**config.mk**
```make
export PLATFORM = sky130hd
export DESIGN_NAME = src_stop_recovery
export DESIGN_NICKNAME = d
export VERILOG_FILES = /design/src/logic/src_pkg.sv /design/src/logic/src_clk_if.sv /design/src/logic/src_divider.sv /design/src/logic/src_wdog_sel.sv /design/src/logic/src_stop_recovery.sv
export SDC_FILE = /design/constraint.sdc
export NUM_CORES = 1
export LEC_CHECK = 0
export BUFFER_PORTS_ARGS = -buffer_cell sky130_fd_sc_hd__buf_2
export CORE_MARGIN = 2
export CORE_UTILIZATION = 43
export CTS_CLUSTER_DIAMETER = 150
export DETAILED_ROUTE_END_ITERATION = 16
export HOLD_SLACK_MARGIN = 0.1
export PLACE_DENSITY = 0.87
export SLEW_MARGIN = 10
export SYNTH_ARGS = -nofsm -noshare
export SYNTH_HDL_FRONTEND = slang
export SYNTH_SLANG_ARGS = --single-unit
```
**constraint.sdc**
```tcl
create_clock -name mclk -period 1.8 [get_ports mclk]
set_input_delay 0.09 -clock mclk [delete_from_list [all_inputs] [get_ports mclk]]
set_output_delay 0.09 -clock mclk [all_outputs]
set_load 0.005 [all_outputs]
```
**src/logic/src_pkg.sv**
```systemverilog
package src_pkg;
   // Register map over the Wishbone bus. The offsets are word indices, so
   // the byte address is four times the index.
   localparam logic [7:0] SRC_IDX_STOP_CFG = 8'h08;
   localparam logic [7:0] SRC_IDX_WDOG_CFG = 8'h0F;
   localparam logic [7:0] SRC_IDX_STATUS = 8'h10;
   localparam logic [7:0] SRC_IDX_DELAY = 8'h11;
   localparam int SRC_AW = 8;
   // Field positions in the stop recovery configuration register.
   localparam int SRC_BIT_DIV16 = 0;
   localparam int SRC_BIT_XDIV = 1;
   localparam int SRC_LSB_SRCSEL = 2;
   localparam int SRC_MSB_SRCSEL = 4;
   localparam int SRC_BIT_DELAY = 5;
   localparam int SRC_BIT_LEVEL = 6;
   localparam int SRC_BIT_FLAG = 7;
   // Field positions in the watchdog mode configuration register.
   localparam int SRC_LSB_TAP = 0;
   localparam int SRC_MSB_TAP = 1;
   localparam int SRC_BIT_WSEL = 4;
   // Reset values.
   localparam logic [7:0] SRC_RST_STOP_CFG = 8'h20;
   localparam logic [7:0] SRC_RST_WDOG_CFG = 8'h00;
   // Start-up delay length in crystal clock cycles.
   localparam int SRC_START_DLY = 16;
   localparam int SRC_DIV_STAGES = 5;

   typedef enum logic [2:0]
   {
      SRC_RUN = 3'b001,
      SRC_STOP = 3'b010,
      SRC_WAIT = 3'b100
   } src_state_t;
endpackage

```
**src/logic/src_clk_if.sv**
```systemverilog
`timescale 1ns/1ps
// Carries the clock-division settings from the register file to the divider.
interface src_clk_if;
   logic div16;
   logic crystal_clock_input_full;
   logic sys_tick;
   logic tmr_tick;
   modport ctrl (output div16, output crystal_clock_input_full, input sys_tick, input tmr_tick);
   modport div (input div16, input crystal_clock_input_full, output sys_tick, output tmr_tick);
endinterface

```
**src/logic/src_divider.sv**
```systemverilog
`timescale 1ns/1ps
module src_divider
   import src_pkg::*;
(
   // Clock and reset.
   input wire logic mclk,
   input wire logic rst,
   // Settings and ticks.
   src_clk_if.div cif
);
   typedef struct packed
   {
      logic [SRC_DIV_STAGES-1:0] cnt;
      logic tick;
   } src_div_t;

   src_div_t s_q, s_d;

   ////////////////////////////////////////////////////////////////////////////
   always_comb
   begin
      logic [SRC_DIV_STAGES-1:0] lim;
      lim = 5'h00;
      s_d = s_q;
      // Undivided crystal or crystal over two, then optionally over sixteen.
      lim = cif.crystal_clock_input_full ? 5'h00 : 5'h01;
      if (cif.div16)
      begin
         lim = cif.crystal_clock_input_full ? 5'h0F : 5'h1F;
      end
      if (s_q.cnt >= lim)
      begin
         s_d.cnt = 5'h00;
         s_d.tick = 1'b1;
      end
      else
      begin
         s_d.cnt = s_q.cnt + 5'h01;
         s_d.tick = 1'b0;
      end
   end

   always_ff @(posedge mclk)
   begin
      if (rst)
      begin
         s_q <= '0;
      end
      else
      begin
         s_q <= s_d;
      end
   end

   // System and timer clocks share one divider, so they tick together.
   assign cif.sys_tick = s_q.tick;
   assign cif.tmr_tick = s_q.tick;
endmodule // src_divider

```
**src/logic/src_wdog_sel.sv**
```systemverilog
`timescale 1ns/1ps
module src_wdog_sel
   import src_pkg::*;
(
   // Clock and reset.
   input wire logic mclk,
   input wire logic rst,
   // Source choice and candidate ticks.
   input wire logic use_crystal_clock_input,
   input wire logic rc_tick,
   // Selected tick, registered.
   output logic wdog_tick
);
   typedef struct packed
   {
      logic tick;
   } src_ws_t;

   src_ws_t s_q, s_d;

   always_comb
   begin
      s_d.tick = use_crystal_clock_input ? 1'b1 : rc_tick;
   end

   always_ff @(posedge mclk)
   begin
      if (rst)
      begin
         s_q <= '0;
      end
      else
      begin
         s_q <= s_d;
      end
   end

   assign wdog_tick = s_q.tick;
endmodule // src_wdog_sel

```
**src/logic/src_stop_recovery.sv**
```systemverilog
// The Wishbone slave port is this design's own decision.
`timescale 1ns/1ps
// Function
// - Divide-by-sixteen field set divides system and timer clocks by 16.
// - Divide field 0 gives crystal over two; 1 gives undivided crystal.
// - Stop recovery register is write-only except bit 7, read-only.
// - Watchdog clock from RC oscillator when select 0, crystal when 1.
// - Watchdog mode register is write-only; reads never return it.
// - Bit 5 set inserts a start-up delay after reset and stop recovery.
module src_stop_recovery
   import src_pkg::*;
#(
   parameter int START_DLY = SRC_START_DLY
)
(
   // Clock and reset.
   input wire logic mclk,
   input wire logic rst,
   // Wishbone slave.
   input wire logic wb_cyc_i,
   input wire logic wb_stb_i,
   input wire logic wb_we_i,
   input wire logic [31:0] wb_adr_i,
   input wire logic [31:0] wb_dat_i,
   input wire logic [3:0] wb_sel_i,
   output logic [31:0] wb_dat_o,
   output logic wb_ack_o,
   // Stop mode entry request and wake-up event from the core.
   input wire logic stop_req,
   input wire logic wake_evt,
   // Watchdog RC oscillator tick.
   input wire logic rc_tick,
   // Clock ticks and status.
   output logic sys_tick,
   output logic timer_clock,
   output logic watchdog_tick,
   output logic core_run,
   output logic [1:0] watchdog_timeout_tap
);
   // The delay counter is sixteen bits wide and must count at least once.
   if (START_DLY < 1 || START_DLY > 65535)
   begin : g_bad_dly
      $error("START_DLY out of range");
   end

   typedef struct packed
   {
      logic [7:0] stop_cfg;
      logic [7:0] wdog_cfg;
      logic flag;
      logic [15:0] dly;
      src_state_t st;
      logic ack;
      logic [31:0] rdat;
   } src_regs_t;

   src_regs_t r_q, r_d;
   src_clk_if cif();

   function automatic logic hit(input logic [31:0] adr, input logic [7:0] idx);
      hit = (adr[31:2] == {22'h000000, idx}) && (adr[1:0] == 2'h0);
   endfunction

   ////////////////////////////////////////////////////////////////////////////
   always_comb
   begin
      logic req;
      logic wr;
      req = wb_cyc_i && wb_stb_i && !r_q.ack;
      wr = req && wb_we_i && wb_sel_i[0];
      r_d = r_q;
      r_d.ack = req;
      r_d.rdat = 32'h00000000;
      if (wr && hit(wb_adr_i, SRC_IDX_STOP_CFG))
      begin
         // Bit 7 ignores writes and keeps the hardware flag.
         r_d.stop_cfg = {1'b0, wb_dat_i[6:0]};
      end
      if (wr && hit(wb_adr_i, SRC_IDX_WDOG_CFG))
      begin
         r_d.wdog_cfg = wb_dat_i[7:0];
      end
      if (req && !wb_we_i)
      begin
         // Write-only fields read as zero; the flag bit, the state and the delay count show.
         if (hit(wb_adr_i, SRC_IDX_STOP_CFG))
         begin
            r_d.rdat = {24'h000000, r_q.flag, 7'h00};
         end
         else if (hit(wb_adr_i, SRC_IDX_WDOG_CFG))
         begin
            r_d.rdat = 32'h00000000;
         end
         else if (hit(wb_adr_i, SRC_IDX_STATUS))
         begin
            r_d.rdat = {29'h00000000, r_q.st};
         end
         else if (hit(wb_adr_i, SRC_IDX_DELAY))
         begin
            r_d.rdat = {16'h0000, r_q.dly};
         end
      end
      case (r_q.st)
         SRC_RUN:
         begin
            if (stop_req)
            begin
               r_d.st = SRC_STOP;
            end
         end
         SRC_STOP:
         begin
            if (wake_evt)
            begin
               r_d.flag = 1'b1;
               r_d.dly = 16'(START_DLY);
               r_d.st = r_q.stop_cfg[SRC_BIT_DELAY] ? SRC_WAIT : SRC_RUN;
            end
         end
         SRC_WAIT:
         begin
            if (r_q.dly <= 16'h0001)
            begin
               r_d.dly = 16'h0000;
               r_d.st = SRC_RUN;
            end
            else
            begin
               r_d.dly = r_q.dly - 16'h0001;
            end
         end
         default:
         begin
            r_d.st = SRC_RUN;
         end
      endcase
   end

   always_ff @(posedge mclk)
   begin
      if (rst)
      begin
         // Reset is the power-on case: delay on by default, flag cleared.
         r_q.stop_cfg <= SRC_RST_STOP_CFG;
         r_q.wdog_cfg <= SRC_RST_WDOG_CFG;
         r_q.flag <= 1'b0;
         r_q.dly <= 16'(START_DLY);
         r_q.st <= SRC_WAIT;
         r_q.ack <= 1'b0;
         r_q.rdat <= 32'h00000000;
      end
      else
      begin
         r_q <= r_d;
      end
   end

   ////////////////////////////////////////////////////////////////////////////
   assign cif.div16 = r_q.stop_cfg[SRC_BIT_DIV16];
   assign cif.crystal_clock_input_full = r_q.stop_cfg[SRC_BIT_XDIV];

   src_divider u_div
   (
      .mclk(mclk),
      .rst(rst),
      .cif(cif.div)
   );

   src_wdog_sel u_wsel
   (
      .mclk(mclk),
      .rst(rst),
      .use_crystal_clock_input(r_q.wdog_cfg[SRC_BIT_WSEL]),
      .rc_tick(rc_tick),
      .wdog_tick(watchdog_tick)
   );

   // System and timer clocks are stopped while the core sleeps in stop mode.
   assign sys_tick = cif.sys_tick && (r_q.st != SRC_STOP);
   assign timer_clock = cif.tmr_tick && (r_q.st != SRC_STOP);
   assign core_run = (r_q.st == SRC_RUN);
   assign watchdog_timeout_tap = r_q.wdog_cfg[SRC_MSB_TAP:SRC_LSB_TAP];
   assign wb_ack_o = r_q.ack;
   assign wb_dat_o = r_q.rdat;
endmodule // src_stop_recovery

```
* Yosys cells after proc, flatten, opt, wreduce, memory -nomap -nowiden
Cells that the tools add are included.
** Cells by class
- Add/sub/neg operators :: 2
- $mul :: 0
- Div/mod/pow operators :: 0
- Magnitude comparators :: 2
- Equal/unequal tests :: 11
- Shift-type cells :: 0
- Multiplexer cells :: 16
- Bitwise gates (word level) :: 2
- Reductions and logical operators :: 24
** Operator list (number)
- $eq 30x4->1 const B :: 2
- $eq 30x5->1 const B :: 2
- $mux 8 :: 4
- $pmux 16 s2 :: 1
- $mux 19 :: 1
- $le 16x1->1 const B :: 1
- $mux 16 :: 1
- $sub 16x1->16 const B :: 1
- $logic_and 1x1->1 :: 12
- $mux 5 :: 2
- $mux 3 :: 3
- $pmux 3 s3 :: 1
- $ne 2x2->1 const B :: 3
- $reduce_or 6->1 :: 1
- $add 5x1->5 const B :: 1
- $ge 5x5->1 :: 1
- $reduce_or 5->1 :: 1
- $reduce_and 2->1 :: 2
- $reduce_or 2->1 :: 2
- $reduce_or 4->1 :: 1
- $eq 3x1->1 const B :: 1
- $eq 3x2->1 const B :: 1
- $eq 3x3->1 const B :: 1
- $mux 1 :: 3
- other kinds (6) :: 8
** Storage, ports and cells
- Bits in registers :: 71
- Latch bits :: 0
- Bits in writable memories :: 0
- Memory bits (read-only) :: 0
- Word-level logic and storage cells :: 70
- Memories :: 0

* Longest topological paths before layout
Gate-level depths: netlist of run 1.
- Word-level depth :: 6
- Mapped depth :: 8

* Modules after synthesis
Synthesis of run 1 repeated with hierarchy kept, for this count alone.
** Second synthesis, totals
- Cell total of the unflattened synthesis :: 307
- Area total of the unflattened synthesis :: 2703.8 µm²
** Modules (own cells, without submodules)
- src_stop_recovery :: times used 1, cells an instance 271, area each 2341.0 µm²
- src_divider :: times used 1, cells an instance 34, area each 332.8 µm²
- src_wdog_sel :: times used 1, cells an instance 2, area each 30.0 µm²

* Worst setup path before layout of run 1
Ideal clock, no wire load.
- Path kind :: flip-flop to flip-flop
- Start :: register r_q[42] (netlist name)
- End :: register r_q[51] (netlist name)
- Data arrival time :: 1.709 ns
- Path slack :: -0.026 ns
- Stages on the path, launching flop included :: 6
- Period minus slack after synthesis :: 1.826 ns
- Path through :: dfxtp_1 or3_1 or2_1 or3_1 a21o_1 a22o_1
** Between the ends
- Word-level cells in the longest chain between the ends :: 3
** RTL lines
- start: declaration :: RTL line src_stop_recovery.sv:57 : src_regs_t r_q, r_d;
- start signal: assignment :: RTL line src_stop_recovery.sv:154 : r_q <= r_d;
- $sub 16x1->16 / $le 16x1->1 (equally long branches) :: RTL line src_stop_recovery.sv:129, src_stop_recovery.sv:122
- $mux 16 * :: RTL line src_stop_recovery.sv:122 : if (r_q.dly <= 16'h0001)
- $pmux 16 s2 * :: RTL line src_stop_recovery.sv:103 : case (r_q.st)
Every way passes the cells marked *; elsewhere a longest branch is shown, timed or not.
A chain may end at the register's enable or synchronous reset.

* Final worst setup path of run 1
- Start :: register r_q, in the netlist wb_ack_o
- End :: register r_q, in the netlist cif.crystal_clock_input_full
** Between the ends
- Word-level cells in the longest chain between the ends :: 5
** RTL lines
- $logic_not 1->1 :: RTL line src_stop_recovery.sv:69 : req = wb_cyc_i && wb_stb_i && !r_q.ack;
- $logic_and 1x1->1 :: RTL line src_stop_recovery.sv:69
- $logic_and 1x1->1 (2 in a row) :: RTL line src_stop_recovery.sv:70 : wr = req && wb_we_i && wb_sel_i[0];
- $logic_and 1x1->1 :: RTL line src_stop_recovery.sv:74 : if (wr && hit(wb_adr_i, SRC_IDX_STOP_CFG))
No other way between the ends.

==> run summary, run 1 <==
Syn avg cell area: 8.64 sq um
Root Driver: clkbuf_8
Top cell type's share of synthesized area: 0.388
Final Critical Period: 1.84 ns
Initial Utilization: 0.441
Site Rows: 28
Clk sinks: 50
Final wirelength: 6170 microns
HP Class: primary input to flip-flop
Cells after DPL: 448
Failing checks: negative setup slack
Max Clock Skew: 0.00979 ns
Mapped cell area: 2580 sq um
Grt ovf: 0
Cell taking the most area after synthesis: dfxtp_1
Tcrit/Tclk final: 1.02
Area grow syn2layout: 26.9%
Distinct cells, synth: 47
Peak VDD IR: 0.716 mV
GR Util All Layers: 0.198
Crit Path Max Fanout: 3
Clock Path Buffers: 2
Max_cap viols: 0
CP endpoint kind: flip-flop
CTS tree: done
Vias: 2,341
Final ANT Viol Nets: 0
Worst EP arrival: 2.04 ns
Final setup fails: 3
CP required: 2.00 ns
WS Path Type: flip-flop to flip-flop
Top cells by area, synth: dfxtp_1, buf_4, nor2_1
Clock latency on the worst-skew pair: 0.31 ns
Run status: complete, but fails checks
DIE WIDTH: 81.5 microns
Flop and latch count out of synthesis: 50
Gpl congestion: 0.818
F_max: 544 MHz
Chip Height: 81.5 microns
First-pass GRT wire length: 10,200 microns
Area after DPL: 3040 sq um
Final HPWL DP: 4770 microns
CTS Buf Count: 5
Cell count after synthesis: 299
FFs w/ async S/R, synth: 0
Final Cell Area: 3280 sq um
Layout cells sized above 1: 0.364
Worst Setup Start Kind: flip-flop
DRT Pass-1 Iters: 4
Die ar.: 6640 sq um
Synth Flop Type: dfxtp_1
Max-slew violations: 0
Final Non-Filler Cells: 462
Fin worst setup slack: -0.0394 ns
Warnings from Yosys: 0
Leakage: 1.53 nW
RSZ-0062 raised after global routing: true
H-tree depth: 2
Vias in the first global route: 2,271
DR iter-0 viols: 104
Routed len/inst: 13.4 microns
Via-per-instance ratio: 5.07
DRC violations left: 0
Core Footprint: 5850 sq um
EDFF count, synth: 0
Synth cell count leaders: dfxtp_1, nor2_1, buf_4
Largest net degree at the start of global routing: 18
# nets final: 471
Antenna cell count: 0
PD cells: 1260 nW/um^2
Reg clk slew, reported paths: 0.09 ns
I/O pins: 115
Register area share after synthesis: 0.388
Initial antenna violation count: 0
Input/output buffers: 67
Top-count cell post-synth: dfxtp_1
Final Hold Fails: 0
==> cell type report <==
| type | instances | area, sq um |
|---|---|---|
| fill | 488 | 2570 |
| multi-input combinational | 210 | 1390 |
| sequential | 50 | 1010 |
| timing repair buffer | 109 | 663 |
| tap | 75 | 93.8 |
| clock buffer | 5 | 68.8 |
| inverter | 11 | 41.3 |
| clock inverter | 2 | 13.8 |
==> worst paths after layout <==
kind                            slack [ns]                                        end  cells after the start            startpoint
worst max-delay path                 -0.04  cif.crystal_clock_input_full$_SDFFE_PP0P_                      5   wb_ack_o$_SDFF_PP0_
worst min register to register        0.46                       r_q[44]$_SDFFE_PP0P_                      1  r_q[44]$_SDFFE_PP0P_
worst max register to register       -0.04  cif.crystal_clock_input_full$_SDFFE_PP0P_                      5   wb_ack_o$_SDFF_PP0_
worst min-delay path                  0.11                     wb_dat_o[7]$_SDFF_PP0_                      4           wb_adr_i[4]
==> power breakdown <==
group / switching, mW / internal (mW) / total (mW)
clock network: 0.375 / 0.269 / 0.644
registers: 0.139 / 1.28 / 1.42
logic: 1.02 / 1.04 / 2.06
==> registers in the layout, summed over array words and instances, names as in the netlist <==
name,count
wb_dat_o,16
cif.div16,1
u_div.cif.sys_tick,1
watchdog_timeout_tap,2
u_div.s_q,5
r_q,22
u_wsel.wdog_tick,1
wb_ack_o,1
cif.crystal_clock_input_full,1
==> stage by stage <==
stage / total power, mW / hold WS (ns) / util / setup TNS [ns] / setup slack [ns]
2_1_floorplan: 2.52 / 0.206 / - / -0.000941 / -0.000941
3_3_place_gp: 3.13 / 0.303 / 0.519 / -0.215 / -0.0603
3_5_place_dp: 3.21 / 0.302 / 0.519 / -0.462 / -0.0906
4_1_cts: 3.99 / 0.101 / 0.548 / -0.0128 / -0.0128
5_1_grt: 4.39 / 0.113 / 0.560 / -0.692 / -0.111
6_report: 4.13 / 0.105 / 0.560 / -0.0808 / -0.0394
==> layer usage <==
metal  routed length (microns)  part of all wire  global-route usage  vias up
li1                          -                 -                   -     1155
met1                      2560              0.41               0.220     1118
met2                      3200              0.52               0.363       55
met3                       267             0.043              0.0374       13
met4                       144             0.023              0.0881        0
met5                         0                 0                   0        -
==> worst max-delay path: stages (launching register included) <==
cell	delay (ns)
dfxtp_1	0.32
nand3b_1	0.19
or4_4	0.57
nor4b_4	0.37
mux2i_1	0.23
nor2_1	0.05
==> layout by cell type (no fill, tap or decap), drive strengths merged, types with 3 or more instances in the layout <==
| cell type | count |
|---|---|
| nand4 | 3 |
| a22o | 3 |
| or4 | 3 |
| inv | 12 |
| buf | 104 |
| o21ai | 6 |
| mux2i | 13 |
| dlygate4sd3 | 5 |
| ha | 8 |
| nand3 | 9 |
| and2 | 12 |
| clkbuf | 5 |
| conb | 16 |
| dfxtp | 50 |
| or2 | 3 |
| nor3 | 11 |
| nor4 | 11 |
| nand2b | 7 |
| a21o | 5 |
| or3 | 5 |
| xor2 | 3 |
| nor3b | 3 |
| nand2 | 20 |
| nor2 | 36 |
| xnor2 | 3 |
| a21oi | 11 |
==> cell families (layout without fill, tap and decap cells) <==
logic type	after synthesis	count (layout)	share of synthesized area
other	1	16	0.00145
adders and majority gates	8	8	0.0388
xor gates and xnor gates	6	6	0.0204
and+or+nand+nor	127	127	0.265
AOI/OAI and AO/OA	40	40	0.106
buffers and inverters	54	127	0.130
DFF	50	50	0.388
muxes	13	13	0.0504
==> repair_timing <==
item	CTS	global route
hold endpoints to repair	7	0
pin swaps	7	7
setup endpoints to repair	4	21
hold buffers	5	0
resized for setup	9	15
setup buffers	1	1
Note: power is estimated with default switching activity, not from simulation.
==> run 2: changes to the inputs <==
PLACE_DENSITY = 0.77   (was 0.87)
SYNTH_HIERARCHICAL = 1   (was not set)
==> run 2 against run 1 <==
The run now ends clean. Synthesized cell count increased by 2.7%. Hold slack improved by 0.010 ns. Wire length increased by 1.6%. Register-to-register slack improved by 0.11 ns. Sequential power about the same. Clock-buffer cell count unchanged. Critical endpoint is now r_q[43]$_SDFFE_PP0P_. Largest power group unchanged.
==> run summary, run 2 <==
Run status: complete, no violations
CTS Buf Count: 5
Cell count after synthesis: 307
Post-CTS setup buffer count: 0
Mapped cell area: 2700 sq um
CTS tree: done
Routed len/inst: 13.5 microns
GR Util All Layers: 0.175
Biggest register: r_q
Clock latency on the worst-skew pair: 0.31 ns
Area grow syn2layout: 25.5%
RSZ-0062 raised after global routing: false
FFs w/ async S/R, synth: 0
Vias: 2,526
H-tree depth: 2
DRC violations left: 0
Worst R2R Setup Slack: 0.07 ns
EDFF count, synth: 0
Synth cell count leaders: dfxtp_1, buf_4, nand2_1, nor2_1, and2_1
Final Hold Fails: 0
HP Class: primary input to flip-flop
Worst slew margin: 0.601
Core Footprint: 5990 sq um
Final Non-Filler Cells: 465
Warnings from Yosys: 6
Input/output buffers: 67
Setup TNS: 0 ns
# nets final: 473
Final ANT Viol Nets: 0
Tcrit/Tclk final: 0.962
DIE WIDTH: 83.3 microns
Site Rows: 28
DR iter-0 viols: 276
Most frequent cells in the layout: buf_2, dfxtp_1, buf_4, nand2_1, nor2_1
Final wirelength: 6270 microns
Max Clock Skew: 0.00725 ns
Final setup fails: 0
Antenna cell count: 0
Peak VDD IR: 0.580 mV
F_max: 577 MHz
Worst Setup Start Kind: flip-flop
Distinct cells, synth: 61
Max_cap viols: 0
I/O pins: 115
Via-per-instance ratio: 5.43
Initial Utilization: 0.451
Synth Flop Type: dfxtp_1
WHS Path Cells: 3
Leakage: 1.50 nW
Cell taking the most area after synthesis: dfxtp_1
CP required: 2.06 ns
Worst EP arrival: 1.99 ns
Syn avg cell area: 8.81 sq um
CP endpoint kind: flip-flop
Top-count cell post-synth: dfxtp_1
First-pass GRT wire length: 10,200 microns
Final Critical Period: 1.73 ns
Reg clk slew, reported paths: 0.10 ns
Top cells by area, synth: dfxtp_1, buf_4, ha_1
Largest net degree at the start of global routing: 19
Most common cell after layout, fill and taps aside: buf_2
Vias in the first global route: 2,276
Initial antenna violation count: 0
Max FFs per register: 22
Crit Path Max Fanout: 6
Area after DPL: 3130 sq um
Clock Path Buffers: 2
Grt ovf: 0
Chip Height: 83.3 microns
Gpl congestion: 0.858
PD cells: 1250 nW/um^2
DRT Pass-1 Iters: 4
Max-slew violations: 0
Layout cells sized above 1: 0.326
Cells after DPL: 448
Reg2Reg Depth: 4
Top cell type's share of synthesized area: 0.370
Final HPWL DP: 4620 microns
Flop and latch count out of synthesis: 50
Die ar.: 6940 sq um
Root Driver: clkbuf_8
Final Cell Area: 3390 sq um
Clk sinks: 50
Register area share after synthesis: 0.370
WS Path Type: flip-flop to flip-flop
Tot Pwr: 4.24 mW
Worst-margin pin slew: 0.595 ns
## run 2: cell types whose count changed in the layout (fill, tap and decap cells not counted), sizes merged, moves of 5 or more
cell and change:
nor2 -18, mux2i -10, nand4 +6, nor2b +6
buf -5
## run 2: final cells by class
type,instances,area [sq um]
multi-input cells,216,1460
repair buffers,108,666
inverters,8,30.0
well taps,75,93.8
fillers,506,2600
clock buffers,5,68.8
flip-flops and latches,50,1000
clock inverters,3,68.8
## run 2: per-layer routing
metal  vias to the layer above  GRT usage  part of all wire
met3                        10     0.0258             0.062
met1                      1172      0.227              0.44
met5                         -          0                 0
met2                       106      0.289              0.47
li1                       1238          -                 -
met4                         0     0.0730             0.019
## run 2: cells by family after synthesis
logic type      Yosys count  synth area share
simple gates            132             0.296
buf+inv                  56             0.128
compound gates           51             0.137
flops                    50             0.370
fa+ha+maj                 8            0.0370
xor+xnor                  6            0.0194
mux                       3            0.0111
other cells               1           0.00139
## run 2: power breakdown
part	total [mW]	internal (mW)	switching, mW
combinational	1.87	0.897	0.969
clock	0.943	0.557	0.386
sequential	1.43	1.27	0.165
## run 2: timing repair
item,CTS,global route
setup endpoints to repair,6,5
endpoints found under the hold margin,9,0
hold buffers,9,0
gates resized for setup,1,11
## run 2: metrics by stage
stage / hold WS (ns) / utilization / worst slack [ns]
6_report: 0.116 / 0.566 / 0.0679
5_1_grt: 0.141 / 0.566 / 0.00763
4_1_cts: 0.115 / 0.561 / 0.0207
3_5_place_dp: 0.311 / 0.522 / -0.0966
3_3_place_gp: 0.302 / 0.522 / -0.0725
2_1_floorplan: 0.161 / - / 0.0348
## run 2: worst paths after layout
kind	end	startpoint
max	r_q[43]$_SDFFE_PP0P_	r_q[33]$_SDFFE_PP0P_
min	wb_ack_o$_SDFF_PP0_	wb_stb_i
min reg2reg	r_q[52]$_SDFFE_PP0P_	r_q[52]$_SDFFE_PP0P_
max reg2reg	r_q[43]$_SDFFE_PP0P_	r_q[33]$_SDFFE_PP0P_
## run 2: worst max-delay path, stage by stage, from the launching register on
cell       delay (ns)
dfxtp_1          0.39
or4b_1           0.57
buf_4            0.18
a2111oi_0        0.40
a211o_1          0.15
